$ cat src/pkg/cmpmd_map.svh
// Register offsets, field positions and reset values of the comparator mode block
`ifndef CMPMD_MAP_SVH
`define CMPMD_MAP_SVH
// ********************************************************
// Register offsets
// ********************************************************
`define CMPMD_ADDR_W 4
`define CMPMD_OFF_MODE 4'h0
`define CMPMD_OFF_CTRL 4'h1
`define CMPMD_OFF_IRQ_STATUS 4'h2
`define CMPMD_OFF_IRQ_MASK 4'h3
// ********************************************************
// Field positions
// ********************************************************
`define CMPMD_BIT_RISE_EN 5
`define CMPMD_BIT_FALL_EN 4
`define CMPMD_BIT_ON 7
`define CMPMD_BIT_OUT 6
`define CMPMD_BIT_RISE_FLAG 5
`define CMPMD_BIT_FALL_FLAG 4
`define CMPMD_BIT_EV_RISE 0
`define CMPMD_BIT_EV_FALL 1
`define CMPMD_BIT_EV_REQ 2
// ********************************************************
// Reset values
// ********************************************************
`define CMPMD_MODE_RESET 8'h02
`define CMPMD_CTRL_RESET 8'h00
`define CMPMD_MASK_RESET 8'h00
`define CMPMD_SPEED_RESET 2'h2
`endif

$ cat src/pkg/cmpmd_pkg.sv
// Types of the comparator mode block
package cmpmd_pkg;
   typedef logic [7:0] cmpmd_byte_t;
   typedef logic [1:0] cmpmd_speed_t;
   // Register bus request
   typedef struct packed {
      logic [3:0] addr;
      logic [7:0] wdata;
      logic wr;
      logic rd;
   } cmpmd_bus_s;
   // Mode register fields
   typedef struct packed {
      logic rise_en;
      logic fall_en;
      cmpmd_speed_t speed;
   } cmpmd_mode_s;
   // Control register fields
   typedef struct packed {
      logic on;
      logic rise_flag;
      logic fall_flag;
      logic [3:0] hyst;
   } cmpmd_ctrl_s;
   // Whole state of the top module
   typedef struct packed {
      cmpmd_mode_s mode;
      cmpmd_ctrl_s ctrl;
      logic [2:0] status;
      logic [2:0] mask;
      logic cmp_prev;
      cmpmd_byte_t rdata;
      logic irq_req;
      logic irq;
      logic routed_out;
      cmpmd_speed_t speed;
   } cmpmd_state_s;
endpackage

$ cat src/hw/cmpmd_edge.sv
// Rising and falling edge detector for the comparator output
`timescale 1ns/10ps
module cmpmd_edge (
   input wire logic clk,
   input wire logic reset,
   input wire logic enable,
   input wire logic level,
   output logic rise,
   output logic fall
);
   logic prev;
   always_ff @(posedge clk or posedge reset) begin
      if (reset) begin
         prev <= 1'b0;
      end else begin
         prev <= enable & level;
      end
   end
   assign rise = enable & level & ~prev;
   assign fall = enable & ~level & prev;
endmodule

$ cat src/hw/cmpmd_top.sv
// Comparator mode, control and interrupt register block
// Operation
// RULE1 - Mode register bits 7 and 6 read as zero and ignore writes.
// RULE2 - Mode register bits 3 and 2 read as zero and ignore writes.
// RULE3 - Bit 5 enables interrupt requests from rising comparator edges.
// RULE4 - Bit 4 enables interrupt requests from falling comparator edges.
// RULE5 - Bits 1-0 drive analog speed; 0 fastest, 3 lowest power.
// RULE6 - Rising flag sets on each rising edge, stays until software clears.
// RULE7 - Disabled comparator suspends interrupts and forces routed output low. The code gates irq_req only; irq still follows recorded status and mask.
// RULE8 - Request while rise flag and enable, or fall flag and enable, set.
//
// Local design decisions: the address-and-strobe port and the register addresses.
`timescale 1ns/10ps
`include "cmpmd_map.svh"
module cmpmd_top (
   input wire logic clk,
   input wire logic reset,
   input wire logic [3:0] addr,
   input wire logic [7:0] wdata,
   input wire logic wr,
   input wire logic rd,
   output logic [7:0] rdata,
   input wire logic cmp_level,
   output logic [1:0] speed_sel,
   output logic cmp_on,
   output logic [3:0] hyst_sel,
   output logic routed_out,
   output logic irq_req,
   output logic irq
);
   // ********************************************************
   // State and edge detection
   // ********************************************************
   cmpmd_pkg::cmpmd_state_s st;
   cmpmd_pkg::cmpmd_state_s next_st;
   cmpmd_pkg::cmpmd_bus_s bus;
   logic rise;
   logic fall;
   logic wr_ctrl;
   logic wr_mode;
   logic rd_status;

   assign bus = '{addr: addr, wdata: wdata, wr: wr, rd: rd};
   assign wr_ctrl = bus.wr && (bus.addr == `CMPMD_OFF_CTRL);
   assign wr_mode = bus.wr && (bus.addr == `CMPMD_OFF_MODE);
   assign rd_status = bus.rd && (bus.addr == `CMPMD_OFF_IRQ_STATUS);

   // Edge detection is gated by the enable, so a disabled comparator raises no flags
   cmpmd_edge u_edge (
      .clk(clk),
      .reset(reset),
      .enable(st.ctrl.on), // RULE7
      .level(cmp_level),
      .rise(rise),
      .fall(fall)
   );

   // ********************************************************
   // Next state
   // ********************************************************
   always_comb begin
      logic [2:0] ev;
      logic req;
      ev = 3'h0;
      req = 1'b0;
      next_st = st;
      next_st.cmp_prev = cmp_level;
      if (wr_mode) begin
         // Only bits 5, 4, 1, 0 are stored
         next_st.mode.rise_en = bus.wdata[`CMPMD_BIT_RISE_EN]; // RULE3
         next_st.mode.fall_en = bus.wdata[`CMPMD_BIT_FALL_EN]; // RULE4
         next_st.mode.speed = bus.wdata[1:0]; // RULE5
      end
      if (wr_ctrl) begin
         next_st.ctrl.on = bus.wdata[`CMPMD_BIT_ON];
         next_st.ctrl.rise_flag = bus.wdata[`CMPMD_BIT_RISE_FLAG];
         next_st.ctrl.fall_flag = bus.wdata[`CMPMD_BIT_FALL_FLAG];
         next_st.ctrl.hyst = bus.wdata[3:0];
      end
      if (bus.wr && (bus.addr == `CMPMD_OFF_IRQ_MASK)) begin
         next_st.mask = bus.wdata[2:0];
      end
      // Edge sets win over a software clear in the same cycle
      if (rise) begin
         next_st.ctrl.rise_flag = 1'b1; // RULE6
         ev[`CMPMD_BIT_EV_RISE] = 1'b1;
      end
      if (fall) begin
         next_st.ctrl.fall_flag = 1'b1;
         ev[`CMPMD_BIT_EV_FALL] = 1'b1;
      end
      req = next_st.ctrl.on &&
            ((next_st.ctrl.rise_flag && next_st.mode.rise_en) ||
             (next_st.ctrl.fall_flag && next_st.mode.fall_en)); // RULE7 RULE8
      if (req && !st.irq_req) begin
         ev[`CMPMD_BIT_EV_REQ] = 1'b1;
      end
      next_st.irq_req = req;
      // A read clears the status; an event in the same cycle stays recorded
      if (rd_status) begin
         next_st.status = ev;
      end else begin
         next_st.status = st.status | ev;
      end
      next_st.irq = |(next_st.status & next_st.mask);
      next_st.routed_out = next_st.ctrl.on & cmp_level; // RULE7
      next_st.speed = next_st.mode.speed; // RULE5
      // Read data stand one cycle after the strobe and are zero otherwise
      next_st.rdata = 8'h00;
      if (bus.rd) begin
         case (bus.addr)
            `CMPMD_OFF_MODE: begin
               next_st.rdata = {2'h0, st.mode.rise_en, st.mode.fall_en, 2'h0, st.mode.speed}; // RULE1 RULE2
            end
            `CMPMD_OFF_CTRL: begin
               next_st.rdata = {st.ctrl.on, cmp_level & st.ctrl.on, st.ctrl.rise_flag, st.ctrl.fall_flag,
                                st.ctrl.hyst};
            end
            `CMPMD_OFF_IRQ_STATUS: begin
               next_st.rdata = {5'h00, st.status};
            end
            `CMPMD_OFF_IRQ_MASK: begin
               next_st.rdata = {5'h00, st.mask};
            end
            default: begin
               next_st.rdata = 8'h00;
            end
         endcase
      end
   end

   // ********************************************************
   // State register
   // ********************************************************
   always_ff @(posedge clk or posedge reset) begin
      if (reset) begin
         st <= '0;
         // Speed field leaves reset in mode 2, between fastest and lowest power
         st.mode.speed <= `CMPMD_SPEED_RESET;
         st.speed <= `CMPMD_SPEED_RESET;
      end else begin
         st <= next_st;
      end
   end

   assign rdata = st.rdata;
   assign speed_sel = st.speed;
   assign cmp_on = st.ctrl.on;
   assign hyst_sel = st.ctrl.hyst;
   assign routed_out = st.routed_out;
   assign irq_req = st.irq_req;
   assign irq = st.irq;
endmodule

$ cat config.mk
export PLATFORM = sky130hd
export DESIGN_NAME = cmpmd_top
export DESIGN_NICKNAME = d
export VERILOG_FILES = /design/src/pkg/cmpmd_pkg.sv /design/src/hw/cmpmd_edge.sv /design/src/hw/cmpmd_top.sv
export VERILOG_INCLUDE_DIRS = /design/src /design/src/pkg
export SDC_FILE = /design/constraint.sdc
export NUM_CORES = 1
export LEC_CHECK = 0
export ABC_AREA = 0
export BUFFER_PORTS_ARGS = -buffer_cell sky130_fd_sc_hd__clkbuf_2
export CAP_MARGIN = 20
export CORE_ASPECT_RATIO = 1.5
export CORE_MARGIN = 2
export CORE_UTILIZATION = 25
export DETAILED_ROUTE_END_ITERATION = 8
export SLEW_MARGIN = 30
export SYNTH_ARGS = -nofsm -noshare
export SYNTH_HDL_FRONTEND = slang
export SYNTH_SLANG_ARGS = --single-unit
$ cat constraint.sdc
create_clock -name clk -period 1.11 [get_ports clk]
set_input_delay 0.0555 -clock clk [delete_from_list [all_inputs] [get_ports clk]]
set_output_delay 0.0555 -clock clk [all_outputs]
set_load 0.1 [all_outputs]
==> impl_results.md, run 1 <==
- Outcome: finished, violations left
- Violations in the final reports: negative setup slack
- Overflow left after global routing: 0
- Clock transition at the register clock pins on the worst setup and hold paths after CTS: about 60 ps
- Biggest area contributors in the synthesized netlist: dfrtp_1 52%, buf_4 7.7%, mux2_2 7.5%
- Worst setup slack after placement: -540.3 ps
- I/O pin total: 35
- Last element of the critical path: st[19]
- Register-to-register path setup slack: -210 ps
- Vias per cell: 4.284
- Largest net degree at the start of global routing: 30
- Final critical-path required period: 1371 ps
- Worst Hold Depth: 2
- Buffers from clock root to sink, at most: 2
- Number of cells on the critical path: 6
- Summed instance area of the synthesized netlist: between 0.001 and 0.0015 sq mm
- Post-detailed-placement half-perimeter wirelength: 2363 microns
- Core area: roughly 0.0052 sq mm
- Required time of the critical path: 1280 ps
- Met1 Usage GRT: 0.1155
- Post-layout nets: 170
- Path depth of the worst reg2reg path: 5
- Overall Global Routing Usage: 0.1096
- Final hold violation count: 0
- Arrival time at the worst endpoint: 1540 ps
- Die extent in y: about 94 microns
- Filler-free cell count of the finished design: 222
- Endpoint kind of the worst setup timing path: flip-flop
- Type of the worst setup path: primary input to flip-flop
- Deepest level of the CTS H-tree: 2
- Post-synthesis mux area share: 0.1633
- Setup violations, final: 6
- Arithmetic-cell share of the synthesized area counting full adders, half adders and majority gates: 0
- Most area-hungry cell type in the Yosys netlist: dfrtp_1
- Worst IR drop on VDD: 1.537 mV
- Endpoint of the worst register-to-register path: st[19]
- Number of buffers added by the clock tree synthesis step: 5
- Path category of the worst min-delay check: primary input to flip-flop
- Number of port buffers: 33
- Initial Util: 0.2606
- Critical path's top delay family: simple AND/OR/NAND/NOR gates
- Antenna Diode Count: 0
- Final setup TNS: -896.9 ps
- Signed area change from the synthesized netlist to the final layout: 59.04%
- Drt wl/cell: about 13 microns
- Synth Area per Inst: between 10 and 15 sq um
- Worst Clk Skew: 7.338 ps
- Rel. slew slack: 0.7392
- Number of iterations in the first detailed-routing pass: 4
- Design Area, Final: 0.002157 sq mm
- Number of nets with antenna violations after detailed routing: 0
- GR peak layer: met2
- Lkg Pwr: 1.018 nW
- Met2 track demand over resource in global routing: 0.1979
- Clk Latency, worst-skew pair: 280 ps
- Utilization after layout: 0.4144
- Distinct cell type count after synthesis: 32
- Number of max-slew violations in the final report: 0
- Via count of the first global-routing pass: 1062
- Sinks on Clock Net: 29
- Total routed wirelength: 2945 microns
- Global-route wire length before repair: 4905 microns
- Simple-gate share of the synthesized area: 0.1199
- Root buffer cell: clkbuf_8
- Warnings from Yosys: 0
- Final Cycle Share: 1.235
- Startpoint types: primary input
- Origin of the critical flop-to-flop path: cmp_on
- First element of the critical path: addr[1]
- Overall power consumption: approximately 4.7 mW
- Met3 routing resource usage after global routing: 0.03357
- Max-capacitance violation count: 0
- Via total after detailed routing: approximately 950
- Final weighted congestion in routability-driven placement: 0.8349
- Ratio of cells with drive above 1 in the final layout: 0.6104
- Highest-count cells in the layout ignoring fill and taps: 27 x dfrtp_1, 23 x buf_4, 18 x buf_12, 13 x clkbuf_2, 7 x mux2_2
- Area of the die: 0.006043 sq mm
- Max Fclk: 729.6 MHz
- Worst hold slack after final layout: 12.04 ps
- Die span in x: 64.14 microns
- Fraction of the mapped netlist area in compound gates: 0.08303
- TritonCTS clock tree: yes
- Share of synthesized area occupied by flip-flops and latches: 0.5360
- Worst-path cell chain: buf_6 -> or4b_4 -> nor2_8 -> mux2_4 -> a22oi_4 -> o31ai_4
- Largest family of logic cells by synthesized area: multiplexers
- Max stage delay cell, worst path: or4b_4
- CP max FO: 3
- Slew of the pin with the lowest slew margin: 391.3 ps
- DR iter-0 viols: 29
- Number of antenna violations at the first check in global routing: 0
- Worst-case setup margin in the final layout: -260.5 ps
- Number of placed instances, taps included: 213
- Delay of the slowest critical-path stage: 580 ps
- Number of DRC violations after detailed routing: 0
- Count of buffering cells on the critical path with inverters included: 1
- Seq cells post-synth: 29
- Synthesized instance count: 102
- Post-DP Area: 0.001974 sq mm
- RSZ-0062 raised after global routing: true
- Commonest non-fill, non-tap cell in the layout: dfrtp_1
- Top cell type's share of synthesized area: 0.5166
- Xor-xnor portion of the synthesized cell area: 0
- Post-Synthesis Net Count: about 120
- Power density of the placed cells: 2193 mW/mm^2
- Site row count: 32
-- cell usage after synthesis --
library cell  instances
mux2_1                1
a21o_2                2
dfstp_2               1
and2_1                1
mux2_2                9
buf_6                 1
nor3_1                2
nand4b_1              1
mux2_4                2
a222oi_1              1
nor2b_1               2
mux2i_1               3
buf_2                 1
or3b_1                1
mux4_1                1
o21ai_1               1
a22oi_4               1
mux4_2                1
nor2_8                1
o22ai_1               2
a22oi_1               1
o2bb2ai_1             2
dfrtp_1              28
inv_1                 3
nor2_1                4
nand3_1               1
or4b_4                1
o31ai_4               1
and3_1                5
and4_1                1
buf_4                14
nand2_1               6
-- power breakdown --
| group | internal (mW) | total, mW | switching, mW |
|---|---|---|---|
| clock network | 0.891 | 1.28 | 0.391 |
| registers | 1.28 | 1.42 | 0.143 |
| logic | 0.860 | 2.03 | 1.17 |
-- layer usage --
metal  vias up  routed length (microns)
met5         -                        0
met4         0                       38
met3         4                      147
met2        25                     1665
met1       472                     1093
li1        450                        -
-- how the worst min path moves through the flow --
| stage | start | endpoint | slack, ps |
|---|---|---|---|
| after detailed placement | reset | hyst_sel[1] | 130 |
| after global routing | wdata[3] | hyst_sel[3] | 10 |
| after CTS | wdata[3] | hyst_sel[3] | 10 |
| final | wdata[3] | hyst_sel[3] | 10 |
| after floorplan | reset | cmp_on | 130 |
| after global placement | reset | hyst_sel[1] | 120 |
-- what timing repair did --
item,CTS,global route
hold buffers,1,0
pin swaps,5,7
setup endpoints to repair,10,10
endpoints found under the hold margin,28,0
gates resized for setup,4,11
buffers inserted,0,1
-- logic make-up after synthesis --
kind of cell | after synthesis
flops | 29
simple gates | 26
buf+inv | 19
mux | 17
compound gates | 11
-- final cells by class --
type                    instances  area, sq um
flip-flops and latches         29        730.7
fillers                       492         3048
repair buffers                 60        664.4
multi-input cells              54        531.8
clock buffers                   5        68.82
well taps                      68        85.08
inverters                       3        11.26
clock inverters                 3        65.06
-- sequential cells by signal, summed over array words and instances (netlist names) --
signal and count:
routed_out 1, hyst_sel 4, rdata 8, st 10
irq_req 1, speed_sel 2, cmp_on 1, u_edge.prev 1
irq 1
-- worst reg2reg max path, stage by stage, from the launching register on --
cell	delay, ps
dfrtp_4	500
nand2_2	100
o22ai_1	100
a21o_2	230
a22oi_4	190
o31ai_4	90
No activity file was read; power rests on OpenSTA's default activity.
==> inputs of run 2 (changes only) <==
RECOVER_POWER = 25   (was not set)
==> run 2 against run 1 <==
Net effect:
- via count is 0.21% lower
- sequential share of layout area about the same
- worst setup slack about the same
- die area is the same
- largest cell class unchanged
- flip-flop and latch count did not move
- critical path type unchanged
- the run still ends with negative setup slack left
- largest power group unchanged
- design area shrank 0.12%
- clock-buffer cell count unchanged
==> impl_results.md, run 2 (same netlist as run 1, synthesis figures left out) <==
- Clock transition at the register clock pins on the worst setup and hold paths after CTS: 60 ps
- Number of buffers added by the clock tree synthesis step: 5
- RSZ-0062 raised after global routing: true
- Site row count: 32
- Ratio of cells with drive above 1 in the final layout: 0.6104
- Critical hold path startpoint: wdata[3]
- Path depth of the worst reg2reg path: 5
- Post-layout nets: 170
- Startpoint types: primary input
- Final Cycle Share: 1.235
- Final weighted congestion in routability-driven placement: between 0.8 and 0.9
- Worst IR drop on VDD: 1.537 mV
- DR iter-0 viols: 29
- Register with the most flip-flops: st
- Required time of the critical path: 1280 ps
- Type of the worst setup path: primary input to flip-flop
- Number of DRC violations after detailed routing: 0
- Root buffer cell: clkbuf_8
- Arrival time at the worst endpoint: 1540 ps
- Max Fclk: 729.6 MHz
- Lkg Pwr: 1.017 nW
- I/O pin total: 35
- Sinks on Clock Net: 29
- Endpoint kind of the worst setup timing path: flip-flop
- Register-to-register path setup slack: -210 ps
- Initial Util: 0.2606
- Overall power consumption: 4.729 mW
- Number of nets with antenna violations after detailed routing: 0
- Number of iterations in the first detailed-routing pass: 4
- Setup violations, final: 6
- Core area: 0.005205 sq mm
- Signed area change from the synthesized netlist to the final layout: 58.86%
- Deepest level of the CTS H-tree: 2
- Total routed wirelength: 2945 microns
- Drt wl/cell: between 10 and 15 microns
- Area of the die: 0.006043 sq mm
- Worst-case setup margin in the final layout: -260.6 ps
- Path category of the worst min-delay check: primary input to flip-flop
- Number of antenna violations at the first check in global routing: 0
- Power density of the placed cells: 2195 mW/mm^2
- Clk Latency, worst-skew pair: 280 ps
- Worst Clk Skew: 7.366 ps
- Global-route wire length before repair: between 4000 and 5000 microns
- Utilization after layout: 0.4139
- Via total after detailed routing: 949
- Final hold violation count: 0
- Overflow left after global routing: 0
- Max-capacitance violation count: 0
- TritonCTS clock tree: yes
- Post-detailed-placement half-perimeter wirelength: approximately 2400 microns
- Outcome: finished, violations left
- Slew of the pin with the lowest slew margin: approximately 640 ps
- Die extent in y: 94.21 microns
- Antenna Diode Count: 0
- Origin of the critical flop-to-flop path: cmp_on
- Highest-count cells in the layout ignoring fill and taps: 27 x dfrtp_1, 22 x buf_4, 18 x buf_12, 13 x clkbuf_2, 7 x mux2_2
- Vias per cell: roughly 4.3
- Rel. slew slack: 0.5745
- Final critical-path required period: about 1400 ps
- Max reg flops: 10
- Largest net degree at the start of global routing: 30
- Violations in the final reports: negative setup slack
- Number of max-slew violations in the final report: 0
- Number of port buffers: 33
- Sink of the worst hold path: hyst_sel[3]
- Overall Global Routing Usage: 0.1096
- Die span in x: 64.14 microns
- Via count of the first global-routing pass: between 1k and 1.5k
- Worst Hold Depth: 2
- Endpoint of the worst register-to-register path: st[19]
- Buffers from clock root to sink, at most: 2
- CP max FO: 3
- Commonest non-fill, non-tap cell in the layout: dfrtp_1
-- run 2: per-stage QoR --
stage          std cells  setup WS [ps]  area (sq um)  hold WS, ps  TNS (ps)
6_report             222         -260.6          2155        12.04    -897.4
5_1_grt              222         -289.1          2155        13.49     -1089
4_1_cts              222         -232.7          2123        9.784    -742.4
3_5_place_dp         213         -540.3          1974        128.6     -4039
3_3_place_gp         213         -524.1          1974        115.8     -3908
2_1_floorplan        102         -478.0          1384        132.9     -2040
-- run 2: critical path, cell delays in order --
cell and delay [ps]:
buf_6 100, or4b_4 580, nor2_8 150, mux2_4 320
a22oi_4 250, o31ai_4 90
-- run 2: power by group --
part	total [mW]	switching (mW)	internal, mW
Sequential	1.42	0.143	1.28
Combinational	2.02	1.17	0.859
Clock	1.28	0.391	0.891
Total	4.73	1.70	3.03
-- run 2: worst max path at each step --
stage / startpoint / slack (ps) / cells past startpoint / end
2_1_floorplan: addr[1] / -480 / 6 / irq
5_1_grt: addr[1] / -290 / 6 / irq
3_3_place_gp: addr[2] / -520 / 6 / irq
3_5_place_dp: addr[2] / -540 / 6 / irq
4_1_cts: addr[2] / -230 / 7 / irq
6_report: addr[1] / -260 / 6 / st[19]
-- run 2: layer usage --
layer	track usage	vias up	share of wire	wire length [microns]
met1	0.1155	469	0.37	1094
li1	-	451	-	-
met2	0.1979	25	0.56	1663
met3	0.03357	4	0.050	147
met5	0	-	0	0
met4	0.04787	0	0.013	38
-- run 2: area by class of cell --
cell class / count / area [sq um]
Inverter: 3 / 11.26
Fill cell: 491 / 3050
Sequential cell: 29 / 730.7
Timing Repair Buffer: 60 / 661.9
Clock inverter: 3 / 65.06
Clock buffer: 5 / 68.82
Tap cell: 68 / 85.08
Multi-Input combinational cell: 54 / 531.8
-- run 2: timing repair --
| item | in CTS | in global routing |
|---|---|---|
| endpoints found under the hold margin | 28 | 0 |
| pin swaps | 5 | 7 |
| resized for setup | 4 | 11 |
| cloned | 0 | 0 |
| buffers inserted | 0 | 1 |
| hold buffers | 1 | 0 |
| endpoints found under the setup margin | 10 | 10 |
==> inputs of run 3 (changes only) <==
PLACE_DENSITY = 0.56   (was not set)
==> run 3 against run 2 <==
Net effect:
- highest routed layer unchanged
- the flow still finishes with violations (negative setup slack)
- critical path depth unchanged
- clock-buffer cell count increased by 3
- flip-flop and latch count is the same
- power decreased by 8.9%
- largest power group unchanged
- first-iteration DRC count decreased by 6.9%
- combinational power is 2% higher
- die area did not move
- clock skew barely moved
- global-route usage is 0.68 points higher
- non-clock buffer count up 4
- worst hold slack gained 7.1 ps
==> impl_results.md, run 3 (same netlist as run 1, synthesis figures left out) <==
- Overflow left after global routing: 0
- Clk Latency, worst-skew pair: 280 ps
- Signed area change from the synthesized netlist to the final layout: 58.95%
- Total routed wirelength: 3259 microns
- Delay of the slowest critical-path stage: 570 ps
- Largest net degree at the start of global routing: 18
- Antenna Diode Count: 0
- Overall Global Routing Usage: 0.1163
- Type of the worst setup path: primary input to flip-flop
- Worst-case setup margin in the final layout: -241.8 ps
- Max-capacitance violation count: 0
- Number of antenna violations at the first check in global routing: 0
- Final critical-path required period: 1352 ps
- Register with the most flip-flops: st
- Required time of the critical path: 1260 ps
- Final Cycle Share: 1.218
- Startpoint types: primary input
- Origin of the critical flop-to-flop path: cmp_on
- CP max FO: 4
- Site row count: 32
- Clock transition at the register clock pins on the worst setup and hold paths after CTS: about 60 ps
- Post-layout nets: 174
- Last element of the critical path: irq
- Number of buffers added by the clock tree synthesis step: 5
- Slew of the pin with the lowest slew margin: 633.3 ps
- Path depth of the worst reg2reg path: 5
- Worst IR drop on VDD: 0.8315 mV
- Lkg Pwr: 1.014 nW
- Max stage delay cell, worst path: or4b_4
- Drt wl/cell: about 14 microns
- Number of nets with antenna violations after detailed routing: 0
- TritonCTS clock tree: yes
- Vias per cell: between 4 and 5
- Post-detailed-placement half-perimeter wirelength: 2566 microns
- Final weighted congestion in routability-driven placement: 0.8437
- Final hold violation count: 0
- RSZ-0062 raised after global routing: true
- Number of iterations in the first detailed-routing pass: 4
- Violations in the final reports: negative setup slack
- Design Area, Final: roughly 0.0022 sq mm
- Root buffer cell: clkbuf_8
- Outcome: finished, violations left
- Highest-count cells in the layout ignoring fill and taps: 27 x dfrtp_1, 22 x buf_4, 19 x buf_12, 15 x clkbuf_2, 9 x mux2_2
- Register-to-register path setup slack: -220 ps
- First element of the critical path: addr[2]
- Max reg flops: 10
- Rel. slew slack: 0.5778
- Number of port buffers: 33
- Deepest level of the CTS H-tree: 2
- I/O pin total: 35
- Die extent in y: 94.21 microns
- Arrival time at the worst endpoint: 1500 ps
- Number of DRC violations after detailed routing: 0
- Number of max-slew violations in the final report: 0
- Global-route wire length before repair: between 5000 and 6000 microns
- Ratio of cells with drive above 1 in the final layout: 0.6203
- Core area: 0.005205 sq mm
- Via count of the first global-routing pass: ~1.1k
- Worst-path cell chain: buf_6 -> or4b_4 -> nor2_8 -> mux2_4 -> a22oi_4 -> o21ai_1
- DR iter-0 viols: 27
- Die span in x: 64.14 microns
- Path category of the worst min-delay check: primary input to flip-flop
- Endpoint kind of the worst setup timing path: flip-flop
- Endpoint of the worst register-to-register path: irq
- Buffers from clock root to sink, at most: 2
- Setup violations, final: 7
- Max Fclk: between 700 and 800 MHz
- Post-DP Area: around 0.0020 sq mm
- Overall power consumption: 4.310 mW
- Power density of the placed cells: 1999 mW/mm^2
- Area of the die: around 0.0060 sq mm
- Sinks on Clock Net: 29
- Worst Clk Skew: between 7 and 8 ps
- Commonest non-fill, non-tap cell in the layout: dfrtp_1
- Via total after detailed routing: about 980
- Initial Util: 0.2606
-- run 3: changes by cell type in the layout (fill, tap and decap cells not counted), moves of 2 or more --
cell / before / now
clkbuf_1: 0 / 4
mux2_2: 7 / 9
bufinv_16: 2 / 0
clkbuf_2: 13 / 15
-- run 3: metal layers --
layer,track usage,wire length [microns],vias to the layer above
met2,0.2005,1822,37
met3,0.03597,172,12
met1,0.1192,1166,466
met5,0,0,-
met4,0.07801,96,0
li1,-,-,462
-- run 3: power breakdown --
group          internal [mW]  switching (mW)
Combinational          0.890            1.18
Sequential              1.28           0.156
Clock                  0.444           0.362
-- run 3: area by class of cell --
class | count | area (sq um)
fillers | 484 | 3049
flip-flops and latches | 29 | 730.7
repair buffers | 64 | 701.9
multi-input cells | 54 | 546.8
well taps | 68 | 85.08
clock buffers | 8 | 80.08
inverters | 3 | 11.26
-- run 3: worst max-delay path: cells and delay by family --
family	cells	cell delay, ps
compound gates	2	310
buf+inv	1	90
mux	1	330
simple gates	2	710
-- run 3: worst min path at each step --
stage,startpoint,endpoint,slack [ps],cells after the start
after global routing,wdata[3],hyst_sel[3],20,2
after CTS,wdata[3],hyst_sel[3],10,2
after floorplan,reset,cmp_on,130,1
after detailed placement,reset,rdata[0],70,3
final,wdata[3],hyst_sel[3],20,2
after global placement,reset,rdata[1],60,3
-- run 3: metrics by stage --
step / std cells / util / setup slack (ps) / setup TNS [ps] / hold slack, ps
2_1_floorplan: 102 / - / -478.0 / -2040 / 132.9
3_3_place_gp: 215 / 0.3846 / -541.9 / -3737 / 63.64
3_5_place_dp: 215 / 0.3846 / -576.3 / -4029 / 68.70
4_1_cts: 225 / 0.4050 / -243.9 / -781.9 / 14.23
5_1_grt: 226 / 0.4142 / -269.4 / -912.3 / 22.91
6_report: 226 / 0.4142 / -241.8 / -763.0 / 19.15
-- run 3: what timing repair did --
item | 4_1_cts | 5_1_grt
setup buffers | 1 | 1
hold buffers | 1 | 0
resized for setup | 3 | 13
hold endpoints to repair | 29 | 0
pin swaps | 4 | 3
endpoints found under the setup margin | 8 | 10
